==> src/pvt_pkg.sv <==
// Shared constants and carrier types of the panel video sink block.
// Assumes one core clock at 25 MHz; the hot-plug wait and deadline counts derive from it.
`default_nettype none

package pvt_pkg;

  // ****************************************
  // Clock and time figures
  // ****************************************
  localparam int unsigned CLK_KHZ      = 25000; // Core clock rate
  localparam int unsigned HPD_MAX_MS   = 200;   // Latest hot-plug rise
  localparam int unsigned HPD_DELAY_US = 1000;  // Aux start-up wait before hot-plug
  localparam int unsigned US_PER_MS    = 1000;

  // ****************************************
  // Frame geometry
  // ****************************************
  localparam int          LVL_W          = 6;       // Bits per primary
  localparam logic [10:0] ACT_PIX        = 11'h556; // Active clocks per line
  localparam logic [9:0]  ACT_LINES      = 10'h300; // Active lines per frame
  localparam logic [10:0] LINE_TOT_MAX   = 11'h6b4; // Longest line
  localparam logic [9:0]  FRAME_TOT_MAX  = 10'h364; // Longest frame in lines
  localparam logic [10:0] LINE_BLANK_MAX = LINE_TOT_MAX - ACT_PIX;

  // ****************************************
  // Sink register map
  // ****************************************
  localparam int          AUX_ADDR_W      = 20;
  localparam logic [19:0] REG_SINK_VIDEO_STATUS = 20'h00205;
  localparam int          SINK_VIDEO_BIT        = 0;
  localparam logic [7:0]  SINK_VIDEO_STATUS_RST = 8'h00;

  // ****************************************
  // Types
  // ****************************************
  typedef struct packed {
    logic             act; // Active video qualifier
    logic [LVL_W-1:0] red; // Red level, msb first
    logic [LVL_W-1:0] grn; // Green level
    logic [LVL_W-1:0] blu; // Blue level
  } pvt_pix_s;

  localparam int PIX_W = $bits(pvt_pix_s);

  typedef enum logic [1:0] {
    VS_INIT,
    VS_BLACK,
    VS_SHOW
  } pvt_vstate_e;

endpackage : pvt_pkg

`default_nettype wire

==> src/pvt_skid2.sv <==
// Two-entry skid buffer; every output comes from a flip-flop.
// Assumes both sides share one clock and a synchronous active-low reset.
`timescale 1ns/100ps
`default_nettype none

module pvt_skid2
  import pvt_pkg::*;
#(
  parameter int W = PIX_W
) (
  input  wire logic         core_clk,
  input  wire logic         rst_b,
  input  wire logic [W-1:0] in_data,
  input  wire logic         in_valid,
  output var  logic         in_ready_ff,
  output var  logic [W-1:0] out_data_ff,
  output var  logic         out_valid_ff,
  input  wire logic         out_ready
);

  logic [W-1:0] skid_data_ff;
  logic         skid_valid_ff;
  wire          in_fire = in_valid & in_ready_ff;
  wire          take    = ~out_valid_ff | out_ready;

  // ****************************************
  // Next state
  // ****************************************
  // Skid entry catches the word in flight while the drain stalls
  wire          nxt_out_valid  = take ? (skid_valid_ff | in_fire) : 1'b1;
  wire [W-1:0]  nxt_out_data   = take ? (skid_valid_ff ? skid_data_ff : in_data) : out_data_ff;
  wire          nxt_skid_valid = take ? 1'b0 : (skid_valid_ff | in_fire);
  wire [W-1:0]  nxt_skid_data  = (!take && in_fire) ? in_data : skid_data_ff;

  // Registers
  always_ff @(posedge core_clk) begin
    if (!rst_b) begin
      out_valid_ff  <= 1'b0;
      skid_valid_ff <= 1'b0;
      in_ready_ff   <= 1'b0;
      out_data_ff   <= '0;
      skid_data_ff  <= '0;
    end else begin
      out_valid_ff  <= nxt_out_valid;
      skid_valid_ff <= nxt_skid_valid;
      in_ready_ff   <= ~nxt_skid_valid; // Full skid stops the source
      out_data_ff   <= nxt_out_data;
      skid_data_ff  <= nxt_skid_data;
    end
  end

endmodule : pvt_skid2

`default_nettype wire

==> src/pvt_panel_seq.sv <==
// Panel sink: frame checking, automatic black video, hot-plug, status reg.
// Assumes the pixel stream and aux requests come from logic on core_clk;
// the debug black-video disable is a board pin and is synchronised here.
//
// What this block and its source must do
// RQ1: six bits per primary, bigger is brighter
// RQ2: one bit means high level, zeros black
// RQ3: framing from qualifier only, syncs ignored
// RQ4: source keeps pixel clock within range
// RQ5: exactly 768 active lines per frame
// RQ6: source keeps frame length within range
// RQ7: exactly 1366 qualified pixels per line
// RQ8: source keeps line length within range
// RQ9: black video from power-up until valid video
// RQ10: hot-plug within limit, aux ready then
// RQ11: valid video shown, status bit set
// RQ12: video loss clears status, shows black
// RQ13: no-video flag forces black video
// RQ14: debug input disables automatic black video
// RQ15: early aux polling is harmlessly refused
// RQ16: source reads capabilities, then trains
// RQ17: source sends idle pattern before video
// RQ18: source orders backlight around stable video
// RQ19: source drops supply soon after video
// RQ20: source backlight power-up spacing
// RQ21: source backlight shutdown spacing
`timescale 1ns/100ps
`default_nettype none

module pvt_panel_seq
  import pvt_pkg::*;
#(
  parameter int unsigned HPD_DLY_CYC = HPD_DELAY_US * CLK_KHZ / US_PER_MS,
  parameter int unsigned LOSS_CYC    = 2 * int'(FRAME_TOT_MAX) * int'(LINE_TOT_MAX),
  parameter int unsigned HPD_MAX_CYC = HPD_MAX_MS * CLK_KHZ
) (
  input  wire logic                  core_clk,
  input  wire logic                  rst_b,
  input  wire pvt_pix_s              pix_in,
  input  wire logic                  pix_in_valid,
  output var  logic                  pix_in_ready_ff,
  output var  pvt_pix_s              pix_out_ff,
  output var  logic                  pix_out_valid_ff,
  input  wire logic                  pix_out_ready,
  input  wire logic                  no_video_flag,
  input  wire logic                  black_off_pin,
  output var  logic                  black_video_ff,
  output var  logic                  video_on_ff,
  output var  logic                  hot_plug_ff,
  input  wire logic                  aux_req,
  input  wire logic [AUX_ADDR_W-1:0] aux_addr,
  output var  logic                  aux_ack_ff,
  output var  logic                  aux_nack_ff,
  output var  logic [7:0]            aux_rdata_ff
);

  // ****************************************
  // Helpers and state
  // ****************************************
  // Saturating count keeps long gaps from wrapping into a false match
  function automatic logic [10:0] sat_inc(input logic [10:0] v);
    sat_inc = (v == 11'h7ff) ? v : v + 11'h1;
  endfunction : sat_inc

  pvt_vstate_e vstate_ff;
  pvt_vstate_e nxt_vstate;
  logic        blk_off_s1_ff;
  logic        blk_off_s2_ff;
  logic        act_prev_ff;
  logic [10:0] act_run_ff;
  logic [10:0] gap_ff;
  logic [9:0]  line_cnt_ff;
  logic        line_bad_ff;
  logic [31:0] hpd_cnt_ff;
  logic [31:0] idle_cnt_ff;
  logic [31:0] por_cnt_ff;
  pvt_pix_s    buf_in;

  // ****************************************
  // Pin synchroniser
  // ****************************************
  always_ff @(posedge core_clk) begin
    if (!rst_b) begin
      blk_off_s1_ff <= 1'b0;
      blk_off_s2_ff <= 1'b0;
    end else begin
      blk_off_s1_ff <= black_off_pin;
      blk_off_s2_ff <= blk_off_s1_ff;
    end
  end

  // ****************************************
  // Frame checker
  // ****************************************
  // Only the qualifier frames video; no sync input exists at all  RQ3
  wire beat      = pix_in_valid & pix_in_ready_ff;
  wire line_end  = beat & ~pix_in.act & act_prev_ff;
  wire short_ln  = line_end & (act_run_ff != ACT_PIX); // RQ7
  wire frame_end = beat & ~pix_in.act & (gap_ff == LINE_BLANK_MAX);
  wire frame_ok  = frame_end & ~line_bad_ff & (line_cnt_ff == ACT_LINES); // RQ5
  wire frame_bad = frame_end & ~frame_ok;

  wire [10:0] nxt_act_run  = !beat ? act_run_ff : (pix_in.act ? sat_inc(act_run_ff) : 11'h0);
  wire [10:0] nxt_gap      = !beat ? gap_ff : (pix_in.act ? 11'h0 : sat_inc(gap_ff));
  wire [9:0]  nxt_line_cnt = frame_end ? 10'h0 :
                             (line_end && !short_ln) ? line_cnt_ff + 10'h1 : line_cnt_ff;
  wire        nxt_line_bad = frame_end ? 1'b0 : (line_bad_ff | short_ln);

  always_ff @(posedge core_clk) begin
    if (!rst_b) begin
      act_prev_ff <= 1'b0;
      act_run_ff  <= 11'h0;
      gap_ff      <= 11'h0;
      line_cnt_ff <= 10'h0;
      line_bad_ff <= 1'b0;
    end else begin
      act_prev_ff <= beat ? pix_in.act : act_prev_ff;
      act_run_ff  <= nxt_act_run;
      gap_ff      <= nxt_gap;
      line_cnt_ff <= nxt_line_cnt;
      line_bad_ff <= nxt_line_bad;
    end
  end

  // ****************************************
  // Power-up and video sequencer
  // ****************************************
  // A stream that dries up without a bad frame still counts as lost
  wire lost     = (idle_cnt_ff >= LOSS_CYC);
  wire hpd_done = (hpd_cnt_ff >= HPD_DLY_CYC);

  always_comb begin
    nxt_vstate = vstate_ff;
    case (vstate_ff)
      VS_INIT:  nxt_vstate = hpd_done ? VS_BLACK : VS_INIT; // RQ10
      VS_BLACK: nxt_vstate = (frame_ok && !no_video_flag) ? VS_SHOW : VS_BLACK; // RQ11
      VS_SHOW:  nxt_vstate = (frame_bad || lost) ? VS_BLACK : // RQ12
                             no_video_flag ? VS_BLACK : VS_SHOW; // RQ13
      default:  nxt_vstate = VS_INIT;
    endcase
  end

  wire [31:0] nxt_hpd_cnt  = hpd_done ? hpd_cnt_ff : hpd_cnt_ff + 32'h1;
  wire [31:0] nxt_idle_cnt = (frame_ok || lost) ? (frame_ok ? 32'h0 : idle_cnt_ff)
                                                : idle_cnt_ff + 32'h1;
  // Debug pin may only suppress the automatic black  RQ14
  wire        black_force  = (vstate_ff != VS_SHOW) & ~blk_off_s2_ff;

  // Black from reset onward, until shown video takes over  RQ9
  always_ff @(posedge core_clk) begin
    if (!rst_b) begin
      vstate_ff      <= VS_INIT;
      hpd_cnt_ff     <= 32'h0;
      idle_cnt_ff    <= 32'h0;
      hot_plug_ff    <= 1'b0;
      video_on_ff    <= 1'b0;
      black_video_ff <= 1'b1;
    end else begin
      vstate_ff      <= nxt_vstate;
      hpd_cnt_ff     <= nxt_hpd_cnt;
      idle_cnt_ff    <= nxt_idle_cnt;
      hot_plug_ff    <= (nxt_vstate != VS_INIT); // RQ10
      video_on_ff    <= (nxt_vstate == VS_SHOW); // RQ11
      black_video_ff <= (nxt_vstate != VS_SHOW) & ~blk_off_s2_ff; // RQ9
    end
  end

  // ****************************************
  // Aux status register
  // ****************************************
  // Refused before hot-plug so early polling just retries  RQ15
  wire        aux_hit           = (aux_addr == REG_SINK_VIDEO_STATUS);
  wire [7:0]  sink_video_status = SINK_VIDEO_STATUS_RST | (8'(video_on_ff) << SINK_VIDEO_BIT);
  wire [7:0]  nxt_rdata         = (aux_req && hot_plug_ff && aux_hit) ? sink_video_status : 8'h00;

  always_ff @(posedge core_clk) begin
    if (!rst_b) begin
      aux_ack_ff   <= 1'b0;
      aux_nack_ff  <= 1'b0;
      aux_rdata_ff <= 8'h00;
    end else begin
      aux_ack_ff   <= aux_req & hot_plug_ff;
      aux_nack_ff  <= aux_req & ~hot_plug_ff; // RQ15
      aux_rdata_ff <= nxt_rdata; // RQ11
    end
  end

  // ****************************************
  // Pixel path
  // ****************************************
  // Levels pass untouched, one bit per high level; black is all zero  RQ1
  always_comb begin
    buf_in = pix_in;
    if (black_force) begin
      buf_in.red = '0; // RQ2
      buf_in.grn = '0;
      buf_in.blu = '0;
    end
  end

  pvt_skid2 #(.W(PIX_W)) u_buf (
    .core_clk     (core_clk),
    .rst_b        (rst_b),
    .in_data      (buf_in),
    .in_valid     (pix_in_valid),
    .in_ready_ff  (pix_in_ready_ff),
    .out_data_ff  (pix_out_ff),
    .out_valid_ff (pix_out_valid_ff),
    .out_ready    (pix_out_ready)
  );

  always_ff @(posedge core_clk) begin
    if (!rst_b) begin
      por_cnt_ff <= 32'h0;
    end else begin
      por_cnt_ff <= (por_cnt_ff >= HPD_MAX_CYC) ? por_cnt_ff : por_cnt_ff + 32'h1;
    end
  end
endmodule : pvt_panel_seq

`default_nettype wire

==> config.mk <==
export PLATFORM = sky130hd
export DESIGN_NAME = pvt_panel_seq
export DESIGN_NICKNAME = d
export VERILOG_FILES = /design/src/pvt_pkg.sv /design/src/pvt_skid2.sv /design/src/pvt_panel_seq.sv
export SDC_FILE = /design/constraint.sdc
export NUM_CORES = 1
export LEC_CHECK = 0
export BUFFER_PORTS_ARGS = -buffer_cell sky130_fd_sc_hd__buf_2
export CORE_MARGIN = 2
export CORE_UTILIZATION = 60
export CTS_BUF_LIST = sky130_fd_sc_hd__clkbuf_8
export CTS_CLUSTER_SIZE = 8
export DETAILED_ROUTE_END_ITERATION = 10
export MAX_ROUTING_LAYER = met4
export PLACE_DENSITY = 0.92
export SLEW_MARGIN = 40
export SYNTH_ARGS = -nofsm -noshare
export SYNTH_HDL_FRONTEND = slang
export SYNTH_HIERARCHICAL = 1
export SYNTH_SLANG_ARGS = --single-unit
==> constraint.sdc <==
create_clock -name core_clk -period 2.63 [get_ports core_clk]
set_input_delay 0.263 -clock core_clk [delete_from_list [all_inputs] [get_ports core_clk]]
set_output_delay 0.263 -clock core_clk [all_outputs]
set_load 0.03 [all_outputs]
======== Word level (Yosys, flattened, before mapping) ========
Index checks and enable logic that the tools add are counted.
storage, ports and cells
  flip-flop bits (word level) ............. 156
  memories ................................ 0
  bits in latches ......................... 0
  memory bits (read-only) ................. 0
  bits in writable memories ............... 0
operators by class
  divide/modulo/power cells ............... 0
  reduce and logical (&&, ||, !) cells .... 16
  add/subtract/negate cells ............... 5
  equal/unequal tests ..................... 14
  bitwise gates (word level) .............. 23
  shifts and indexed selects .............. 0
  $lt $le $gt $ge ......................... 2
  mux-type cells .......................... 15
  multipliers ............................. 0
operator list
  kind                                                   number
  adder 32 x 1 -> 32 bit, second input constant          2
  2-to-1 mux 32 bit                                      2
  2-to-1 mux 11 bit                                      4
  >= comparator 32 x 15 -> 1 bit, second input constant  1
  >= comparator 32 x 22 -> 1 bit, second input constant  1
  adder 11 x 1 -> 11 bit, second input constant          2
  == test 11 bit, second input constant                  2
  == test 20 x 10 -> 1 bit, second input constant        1
  2-to-1 mux 19 bit                                      1
  2-to-1 mux 18 bit                                      1
  AND 1 bit                                              12
  == test 11 x 9 -> 1 bit, second input constant         1
  inequality test 11 bit, second input constant          1
  adder 10 x 1 -> 10 bit, second input constant          1
  == test 10 bit, second input constant                  1
  inequality test 2 bit, second input constant           5
  inverter 1 bit                                         8
  2-to-1 mux 2 bit                                       3
  one-hot mux 2 bit (3 select lines)                     1
  AND reduction 2 bit                                    3
  logical AND 1 bit                                      5
  == test 2 bit, second input constant                   2
  zero test 1 bit                                        3
  2-to-1 mux 1 bit                                       3
  6 further kinds                                        9

======== Depth between registers and ports, before layout ========
Gate-level depths: netlist of the first run.
  word-level depth ........................ 12
  gate-level depth with buffers ........... 7
  gate-level depth less buffers ........... 7

======== Cells and area by module ========
The synthesis of the first run kept the hierarchy.
by module, submodules not included
  module         times used  cells each  area each (sq um)
  pvt_panel_seq  1           571         4969.8
  pvt_skid2      1           178         1829.3

======== Worst setup path after synthesis of the first run ========
Ideal clock, no wire load.
  path kind ............................... register to register
  from .................................... reg u_buf.in_ready_ff
  to ...................................... reg black_video_ff
  path buffers ............................ 0
  period minus slack after synthesis ...... 2128 ps
  slack ................................... 502 ps
  cell stages (with the launch flop) ...... 6
  arrival ................................. 1993 ps
  setup time .............................. 135 ps
  required time ........................... 2495 ps
  cells stage by stage .................... dfxtp_1 nand3b_1 or4_4 or4_1 nor2_1 o31ai_1
between the ends
  longest elaborated chain between the ends .. 12
RTL lines
  what                                    RTL line              source
  start, declared                         pvt_skid2.sv:15       output var logic in_ready_ff,
  start signal, assigned                  pvt_skid2.sv:46       in_ready_ff <= ~nxt_skid_valid;
  AND 1 bit (*)                           pvt_panel_seq.sv:96   wire beat = pix_in_valid & pix_in_ready_ff;
  AND 1 bit (*) (2 in series)             pvt_panel_seq.sv:99   wire frame_end = beat & ~pix_in.act & (gap_ff == LINE_BLANK_MAX);
  AND 1 bit (2 in series)                 pvt_panel_seq.sv:100  wire frame_ok = frame_end & ~line_bad_ff & (line_cnt_ff == ACT_LINES);
  inverter 1 bit                          pvt_panel_seq.sv:101  wire frame_bad = frame_end & ~frame_ok;
  AND 1 bit                               pvt_panel_seq.sv:101
  logical OR 1 bit                        pvt_panel_seq.sv:137  VS_SHOW: nxt_vstate = (frame_bad || lost) ? VS_BLACK :
  2-to-1 mux 2 bit                        pvt_panel_seq.sv:137
  one-hot mux 2 bit (3 select lines) (*)  pvt_panel_seq.sv:134  case (vstate_ff)
  inequality test 2 bit (*)               pvt_panel_seq.sv:164  black_video_ff <= (nxt_vstate != VS_SHOW) & ~blk_off_s2_ff;
  AND 1 bit (*)                           pvt_panel_seq.sv:164
  end signal, assigned                    pvt_panel_seq.sv:164
  end, declared                           pvt_panel_seq.sv:47   output var logic black_video_ff,
Every way passes the cells marked *; elsewhere a longest branch is shown, timed or not.
A chain may end at the register's enable or synchronous reset.

======== Worst setup path after layout of the first run ========
  from .................................... reg idle_cnt_ff[6]
  to ...................................... reg idle_cnt_ff[18]
between the ends
  longest elaborated chain between the ends .. 3
RTL lines
  what                                                                         RTL line              source
  start, declared                                                              pvt_panel_seq.sv:75   logic [31:0] idle_cnt_ff;
  start signal, assigned                                                       pvt_panel_seq.sv:161  idle_cnt_ff <= nxt_idle_cnt;
  >= comparator 32 x 22 -> 1 bit                                               pvt_panel_seq.sv:129  wire lost = (idle_cnt_ff >= LOSS_CYC);
  logical OR 1 bit                                                             pvt_panel_seq.sv:144  wire [31:0] nxt_idle_cnt = (frame_ok || lost) ? (frame_ok ? 32'h0 : idle_cnt_ff)
  inequality test 2 bit (no line) / 2-to-1 mux 32 bit (equally long branches)  n/a
Parallel ways exist; a longest one is shown, timed or not.

==> results of run 1 <==
worst paths after layout:
path | startpoint | end | slack [ns] | cells after the start
worst max register to register | idle_cnt_ff[6] | idle_cnt_ff[18] | 0.46 | 5
worst max-delay path | idle_cnt_ff[6] | idle_cnt_ff[18] | 0.46 | 5
worst min register to register | hot_plug_ff | aux_nack_ff | 0.45 | 1
worst min-delay path | aux_req | aux_nack_ff | 0.04 | 3
through the flow:
stage	cells	util	hold WS, ns
after floorplan	755	-	0.377
after global placement	935	0.659	0.416
after detailed placement	935	0.659	0.433
after CTS	967	0.699	0.00639
after global routing	967	0.699	0.0167
final	967	0.699	0.0362
synth_stat cells, types with 4 or more instances:
cell	n
nand2_1	74
nor2_1	53
nor3_1	16
a211oi_2	10
nor3b_1	23
or4_1	18
buf_4	10
a21oi_1	37
a211oi_1	10
xor2_1	11
ha_1	10
xnor2_1	15
o21ai_0	20
nor4b_1	5
or3_1	14
nand4_1	18
o31ai_1	17
inv_1	17
nand4b_1	4
dfxtp_1	149
nor4_1	10
clkbuf_1	18
nand3_1	28
and3_1	6
nor2b_1	19
mux2i_1	42
and2_1	32
buf_2	12
o21a_1	8
and4_1	4
state kept, by name, summed over array words and instances, names as in the netlist, 2 cells and up:
register            cells
hpd_cnt_ff             32
idle_cnt_ff            32
line_cnt_ff            10
u_buf/skid_data_ff     19
act_run_ff             11
gap_ff                 11
vstate_ff               2
u_buf/out_data_ff      19
cells by family after synthesis:
| group | Yosys count | synth area share |
|---|---|---|
| buf+inv | 61 | 0.0449 |
| flops | 149 | 0.439 |
| compound gates | 116 | 0.117 |
| other cells | 1 | 0.000552 |
| fa+ha+maj | 10 | 0.0184 |
| mux | 44 | 0.0651 |
| xor+xnor | 26 | 0.0335 |
| simple gates | 342 | 0.282 |
cell type report:
| cell class | instances | area (sq um) | area share |
|---|---|---|---|
| sequential | 149 | 2980 | 0.390 |
| clock buffer | 20 | 275 | 0.0360 |
| clock inverter | 12 | 154 | 0.0201 |
| timing repair buffer | 84 | 450 | 0.0589 |
| inverter | 17 | 63.8 | 0.00835 |
| tap | 140 | 175 | 0.0229 |
| multi-input combinational | 545 | 3540 | 0.463 |
critical path: cells and delay by family, from the launching register on:
family	cells	cell delay, ns
AO/OA/AOI/OAI	1	0.21
flip-flops	1	0.43
AND/OR/NAND/NOR	4	1.45
layer usage:
| metal | share of wire | GRT usage | up-vias |
|---|---|---|---|
| li1 | - | - | 2791 |
| met1 | 0.44 | 0.278 | 2632 |
| met2 | 0.49 | 0.400 | 151 |
| met3 | 0.051 | 0.0620 | 30 |
| met4 | 0.015 | 0.0883 | 0 |
| met5 | 0 | - | - |
where the power goes:
part / switching, uW / leakage, uW / internal [uW]
clock network: 852 / 0.000204 / 1010
registers: 23.9 / 0.00120 / 2280
logic: 161 / 0.00129 / 86.2
total: 1040 / 0.00270 / 3380
placed cells by master, fill, tap and decap left out, types with 3 or more instances in the layout:
| cell | synthesis | layout |
|---|---|---|
| a211oi_1 | 10 | 10 |
| a211oi_2 | 10 | 10 |
| a21oi_1 | 37 | 37 |
| and2_1 | 32 | 32 |
| and3_1 | 6 | 6 |
| and4_1 | 4 | 4 |
| buf_2 | 12 | 72 |
| buf_4 | 10 | 12 |
| bufinv_16 | 0 | 3 |
| clkbuf_8 | 0 | 20 |
| clkinvlp_4 | 0 | 5 |
| conb_1 | 1 | 7 |
| dfxtp_1 | 149 | 149 |
| ha_1 | 10 | 10 |
| inv_1 | 17 | 17 |
| mux2i_1 | 42 | 42 |
| nand2_1 | 74 | 74 |
| nand2b_1 | 3 | 3 |
| nand3_1 | 28 | 28 |
| nand4_1 | 18 | 18 |
| nand4b_1 | 4 | 4 |
| nand4bb_1 | 3 | 3 |
| nor2_1 | 53 | 53 |
| nor2b_1 | 19 | 19 |
| nor3_1 | 16 | 16 |
| nor3b_1 | 23 | 23 |
| nor4_1 | 10 | 10 |
| nor4b_1 | 5 | 5 |
| o21a_1 | 8 | 8 |
| o21ai_0 | 20 | 19 |
| o31ai_1 | 17 | 17 |
| or3_1 | 14 | 14 |
| or4_1 | 18 | 18 |
| or4_4 | 3 | 3 |
| xnor2_1 | 15 | 15 |
| xor2_1 | 11 | 11 |
==> metrics, run 1 <==
Detail Route Antenna Nets=0; Routability Congestion=0.796; leakage=0.00270 uW; Initial Utilization=0.622; Setup TNS=0 ns; fin crit share=0.823; Post-Place Worst Slack=0.487 ns; RSZ-0062 raised after global routing=no; fillers=813; post-cts resize count=0; core area=10900 sq um; dominant synthesized flop cell=dfxtp_1; CP endpoint kind=flip-flop; clock skew=0.0123 ns; DR vias=5604; Total Power=4410 uW; Die H=110 um; CP cell instances=and4_4, nand4_4, or4_1, or4_1, a21oi_1; register area share after synthesis=0.439; # rows=38; Synth Register Bits=149; FMAX=0.462 GHz; number of diodes=0; vias per cell=5.80; H-tree levels=4; final worst slack=0.465 ns; Setup-failing EPs final=0; Die ar.=12200 sq um; crit path max-delay cell type=or4_1; Yosys cell types=58; TritonCTS clock tree=yes; WP data required=3.00 ns; CP Launch Type=flip-flop; worst rel slew slack=0.492; Final Hold Vio Count=0; pwr/cell area=578 nW/um^2; clk root buf=clkbuf_8; Worst Tran Pin Value=0.757 ns; initial antenna violation count=0; CTS buffer count=17; hold-fix buffer count after cts=0; DRT Pass-1 Iters=6; Placed Instance Area=7210 sq um; CP Max Fanout=8; I/O Buffers=72; Synth area leader=dfxtp_1; IO Pins=80; Nets=870; ranking of synthesized cells by area=dfxtp_1 (44%), mux2i_1 (6.2%), nand2_1 (4.1%), and2_1 (2.9%), nor2_1 (2.9%); most frequent CP cell=or4_1; Area growth, synth to finish=12.4%; Yosys top cell area share=0.439; Syn. warnings=6; Max Buffers Root-to-Sink=2; Max Cap Violations=0; Period minus WS final=2.17 ns; Peak supply drop=592 uV; Remaining DRCs=0; Die W=110 um; worst-skew pair later-pin latency=0.45 ns; setup bufs post-CTS=0; Clock transition at path regs=0.08 ns; design area=7640 sq um; slowest stage delay, CP=0.58 ns; CTS Sinks=149; layout cell share with drive strength beyond 1=0.168; remaining global-route overflow=0; Pins Over Slew Limit=0; wirelength, routed=14200 um; DRT iter0 DRCs=340; number of global-route vias before repair=5385; Avg Inst Size Synth=9.08 sq um; hpwl dp=9360 um; Crit path arrival time=2.53 ns; EDFF count, synth=0; GRT Total Usage=0.239; WL/cell=14.7 um; hold crit path type=primary input to flip-flop; pin count of the biggest net entering global routing=59; Synth async-reset ratio=0; Mapped Cells=749; Worst Path Class, Setup=flip-flop to flip-flop; first-pass GRT wire length=24000 um; status=complete, no violations; Netlist Area Pre-Place=6800 sq um
Power figures use the tool's default switching activity.
==> inputs of run 2 (changes only) <==
--- a/config.mk
+++ b/config.mk
@@ -7,12 +7,12 @@
 export LEC_CHECK = 0
 export BUFFER_PORTS_ARGS = -buffer_cell sky130_fd_sc_hd__buf_2
 export CORE_MARGIN = 2
-export CORE_UTILIZATION = 60
+export CORE_UTILIZATION = 55
 export CTS_BUF_LIST = sky130_fd_sc_hd__clkbuf_8
 export CTS_CLUSTER_SIZE = 8
 export DETAILED_ROUTE_END_ITERATION = 10
 export MAX_ROUTING_LAYER = met4
-export PLACE_DENSITY = 0.92
+export PLACE_DENSITY = 0.89
 export SLEW_MARGIN = 40
 export SYNTH_ARGS = -nofsm -noshare
 export SYNTH_HDL_FRONTEND = slang
==> constraint.sdc (replaced) <==
create_clock -name core_clk -period 1.8 [get_ports core_clk]
set_input_delay 0.18 -clock core_clk [delete_from_list [all_inputs] [get_ports core_clk]]
set_output_delay 0.18 -clock core_clk [all_outputs]
set_load 0.03 [all_outputs]
==> run 2 against run 1 <==
Net effect:
- the run now ends with negative hold slack, negative setup slack left
- largest cell class unchanged
- combinational power grew 78%
- hold slack lost 0.042 ns
- clock skew shrank 0.0013 ns
- total power grew 46%
- via count grew 8.8%
- setup slack lost 0.60 ns
- critical path depth grew 2
- sequential share of layout area shrank 3.8 points
- global-route usage grew 1.4 points
- maximum frequency grew 12%
- flip-flop and latch count is the same
- wire length grew 17%
==> metrics, run 2 (synthesis gave the netlist of run 1 again) <==
Die W=115 um (was 110 um); Largest regs=hpd_cnt_ff x32, idle_cnt_ff x32 (unchanged); wirelength, routed=16600 um (was 14200 um); CTS buffer count=17 (unchanged); Multi-input gate area=3710 sq um (was 3540 sq um); CTS Sinks=149 (unchanged); fin crit share=1.08 (was 0.823); hold crit path type=primary input to flip-flop (unchanged); Routability Congestion=0.849 (was 0.796); Top Family by Delay on Critical Path=simple AND/OR/NAND/NOR gates (unchanged); Worst Reg-to-Reg Cells=7 (was 5); Placed Instance Area=7730 sq um (was 7210 sq um); Die H=115 um (was 110 um); clock skew=0.0111 ns (was 0.0123 ns); Die ar.=13300 sq um (was 12200 sq um); CP Max Fanout=16 (was 8); first-pass GRT wire length=26300 um (was 24000 um); Setup-failing EPs final=30 (was 0); leakage=0.00316 uW (was 0.00270 uW); CP Launch Type=flip-flop (unchanged); status=finished with violations (was complete, no violations); WP data required=2.19 ns (was 3.00 ns); most frequent cells in the layout=dfxtp_1 (138), nand2_1 (73), buf_2 (72) (was dfxtp_1 (149), nand2_1 (74), buf_2 (72)); hold depth=4 (was 3); Initial Utilization=0.564 (was 0.622); Remaining DRCs=0 (unchanged); number of global-route vias before repair=5755 (was 5385); CP endpoint kind=flip-flop (unchanged); Period minus WS final=1.94 ns (was 2.17 ns); hpwl dp=10100 um (was 9360 um); FMAX=0.516 GHz (was 0.462 GHz); I/O Buffers=72 (unchanged); crit path max-delay cell type=or4_1 (unchanged); pwr/cell area=755 nW/um^2 (was 578 nW/um^2); core area=12100 sq um (was 10900 sq um); Nets=941 (was 870); Layout Utilization=0.705 (was 0.699); initial antenna violation count=0 (unchanged); remaining global-route overflow=0 (unchanged); IO Pins=80 (unchanged); Pins Over Slew Limit=0 (unchanged); commonest non-fill, non-tap cell in the layout=dfxtp_1 (unchanged); WL/cell=15.6 um (was 14.7 um); Max Buffers Root-to-Sink=2 (unchanged); # rows=40 (was 38); Worst path depth=7 (was 5); Detail Route Antenna Nets=0 (unchanged); layout cell share with drive strength beyond 1=0.269 (was 0.168); Post-Place Worst Slack=-0.116 ns (was 0.487 ns); Peak supply drop=468 uV (was 592 uV); Crit path arrival time=2.33 ns (was 2.53 ns); slowest stage delay, CP=0.51 ns (was 0.58 ns); Final Hold Vio Count=1 (was 0); CP cell instances=buf_4, nor3_1, a21oi_2, a2bb2oi_2, buf_12, or4_1, a21oi_1 (was and4_4, nand4_4, or4_1, or4_1, a21oi_1); RSZ-0062 raised after global routing=yes (was no); clk root buf=clkbuf_8 (unchanged); H-tree levels=4 (unchanged); Max Cap Violations=0 (unchanged); pin count of the biggest net entering global routing=52 (was 59); DR vias=6096 (was 5604); fillers=816 (was 813); worst-skew pair later-pin latency=0.46 ns (was 0.45 ns); Clock transition at path regs=0.08 ns (about the same); Sequential Area=3000 sq um (was 2980 sq um); vias per cell=5.72 (was 5.80); Area growth, synth to finish=25.2% (was 12.4%); worst path bufs/invs=2 (was 0); DRT iter0 DRCs=324 (was 340); GRT Total Usage=0.253 (was 0.239); number of diodes=0 (unchanged); final worst slack=-0.138 ns (was 0.465 ns); design area=8510 sq um (was 7640 sq um); TritonCTS clock tree=yes (unchanged); failing checks=negative hold slack, negative setup slack; Worst Path Class, Setup=flip-flop to flip-flop (unchanged); hold slack=-0.00569 ns (was 0.0362 ns); DRT Pass-1 Iters=5 (was 6)
[run 2: through the flow]
step | cells | power (uW) | TNS [ns]
after floorplan | 755 | 3700 | -0.299
after global placement | 1019 | 3820 | -0.666
after detailed placement | 1019 | 3830 | -1.53
after CTS | 1059 | 6400 | -0.412
after global routing | 1065 | 6630 | -4.26
final | 1065 | 6420 | -2.08
[run 2: final timing paths]
kind | start | slack [ns] | end
worst max-delay path | idle_cnt_ff[8] | -0.14 | idle_cnt_ff[18]
worst min-delay path | aux_addr[17] | -0.006 | aux_rdata_ff[0]
worst max register to register | idle_cnt_ff[8] | -0.14 | idle_cnt_ff[18]
worst min register to register | hot_plug_ff | 0.42 | aux_nack_ff
[run 2: layer usage]
layer	vias to the layer above	share of wire	global-route usage
li1	2937	-	-
met1	2894	0.43	0.292
met2	218	0.50	0.427
met3	47	0.051	0.0627
met4	0	0.024	0.0956
met5	-	0	-
[run 2: timing repair]
item / 4_1_cts / 5_1_grt
pin swaps: 25 / 13
setup endpoints to repair: 26 / 62
hold buffers: 7 / 1
hold endpoints to repair: 3 / 1
gates resized for setup: 14 / 27
cloned: 1 / 3
setup buffers: 1 / 3
[run 2: tightest hold or removal path: cells and delay by family]
kind                   cells  cell delay, ns
and+or+nand+nor            3            0.16
buffers and inverters      1            0.08
[run 2: area by class of cell]
type | count | share of cell area
Sequential cell | 149 | 0.352
Tap cell | 168 | 0.0247
Timing Repair Buffer | 155 | 0.133
Clock inverter | 13 | 0.0169
Clock buffer | 18 | 0.0291
Multi-Input combinational cell | 545 | 0.437
Inverter | 17 | 0.00750
[run 2: power by group]
group          internal, uW  switching (uW)  leakage [uW]
Clock                  1370            1250      0.000209
Combinational           176             263       0.00174
Sequential             3330            31.2       0.00121
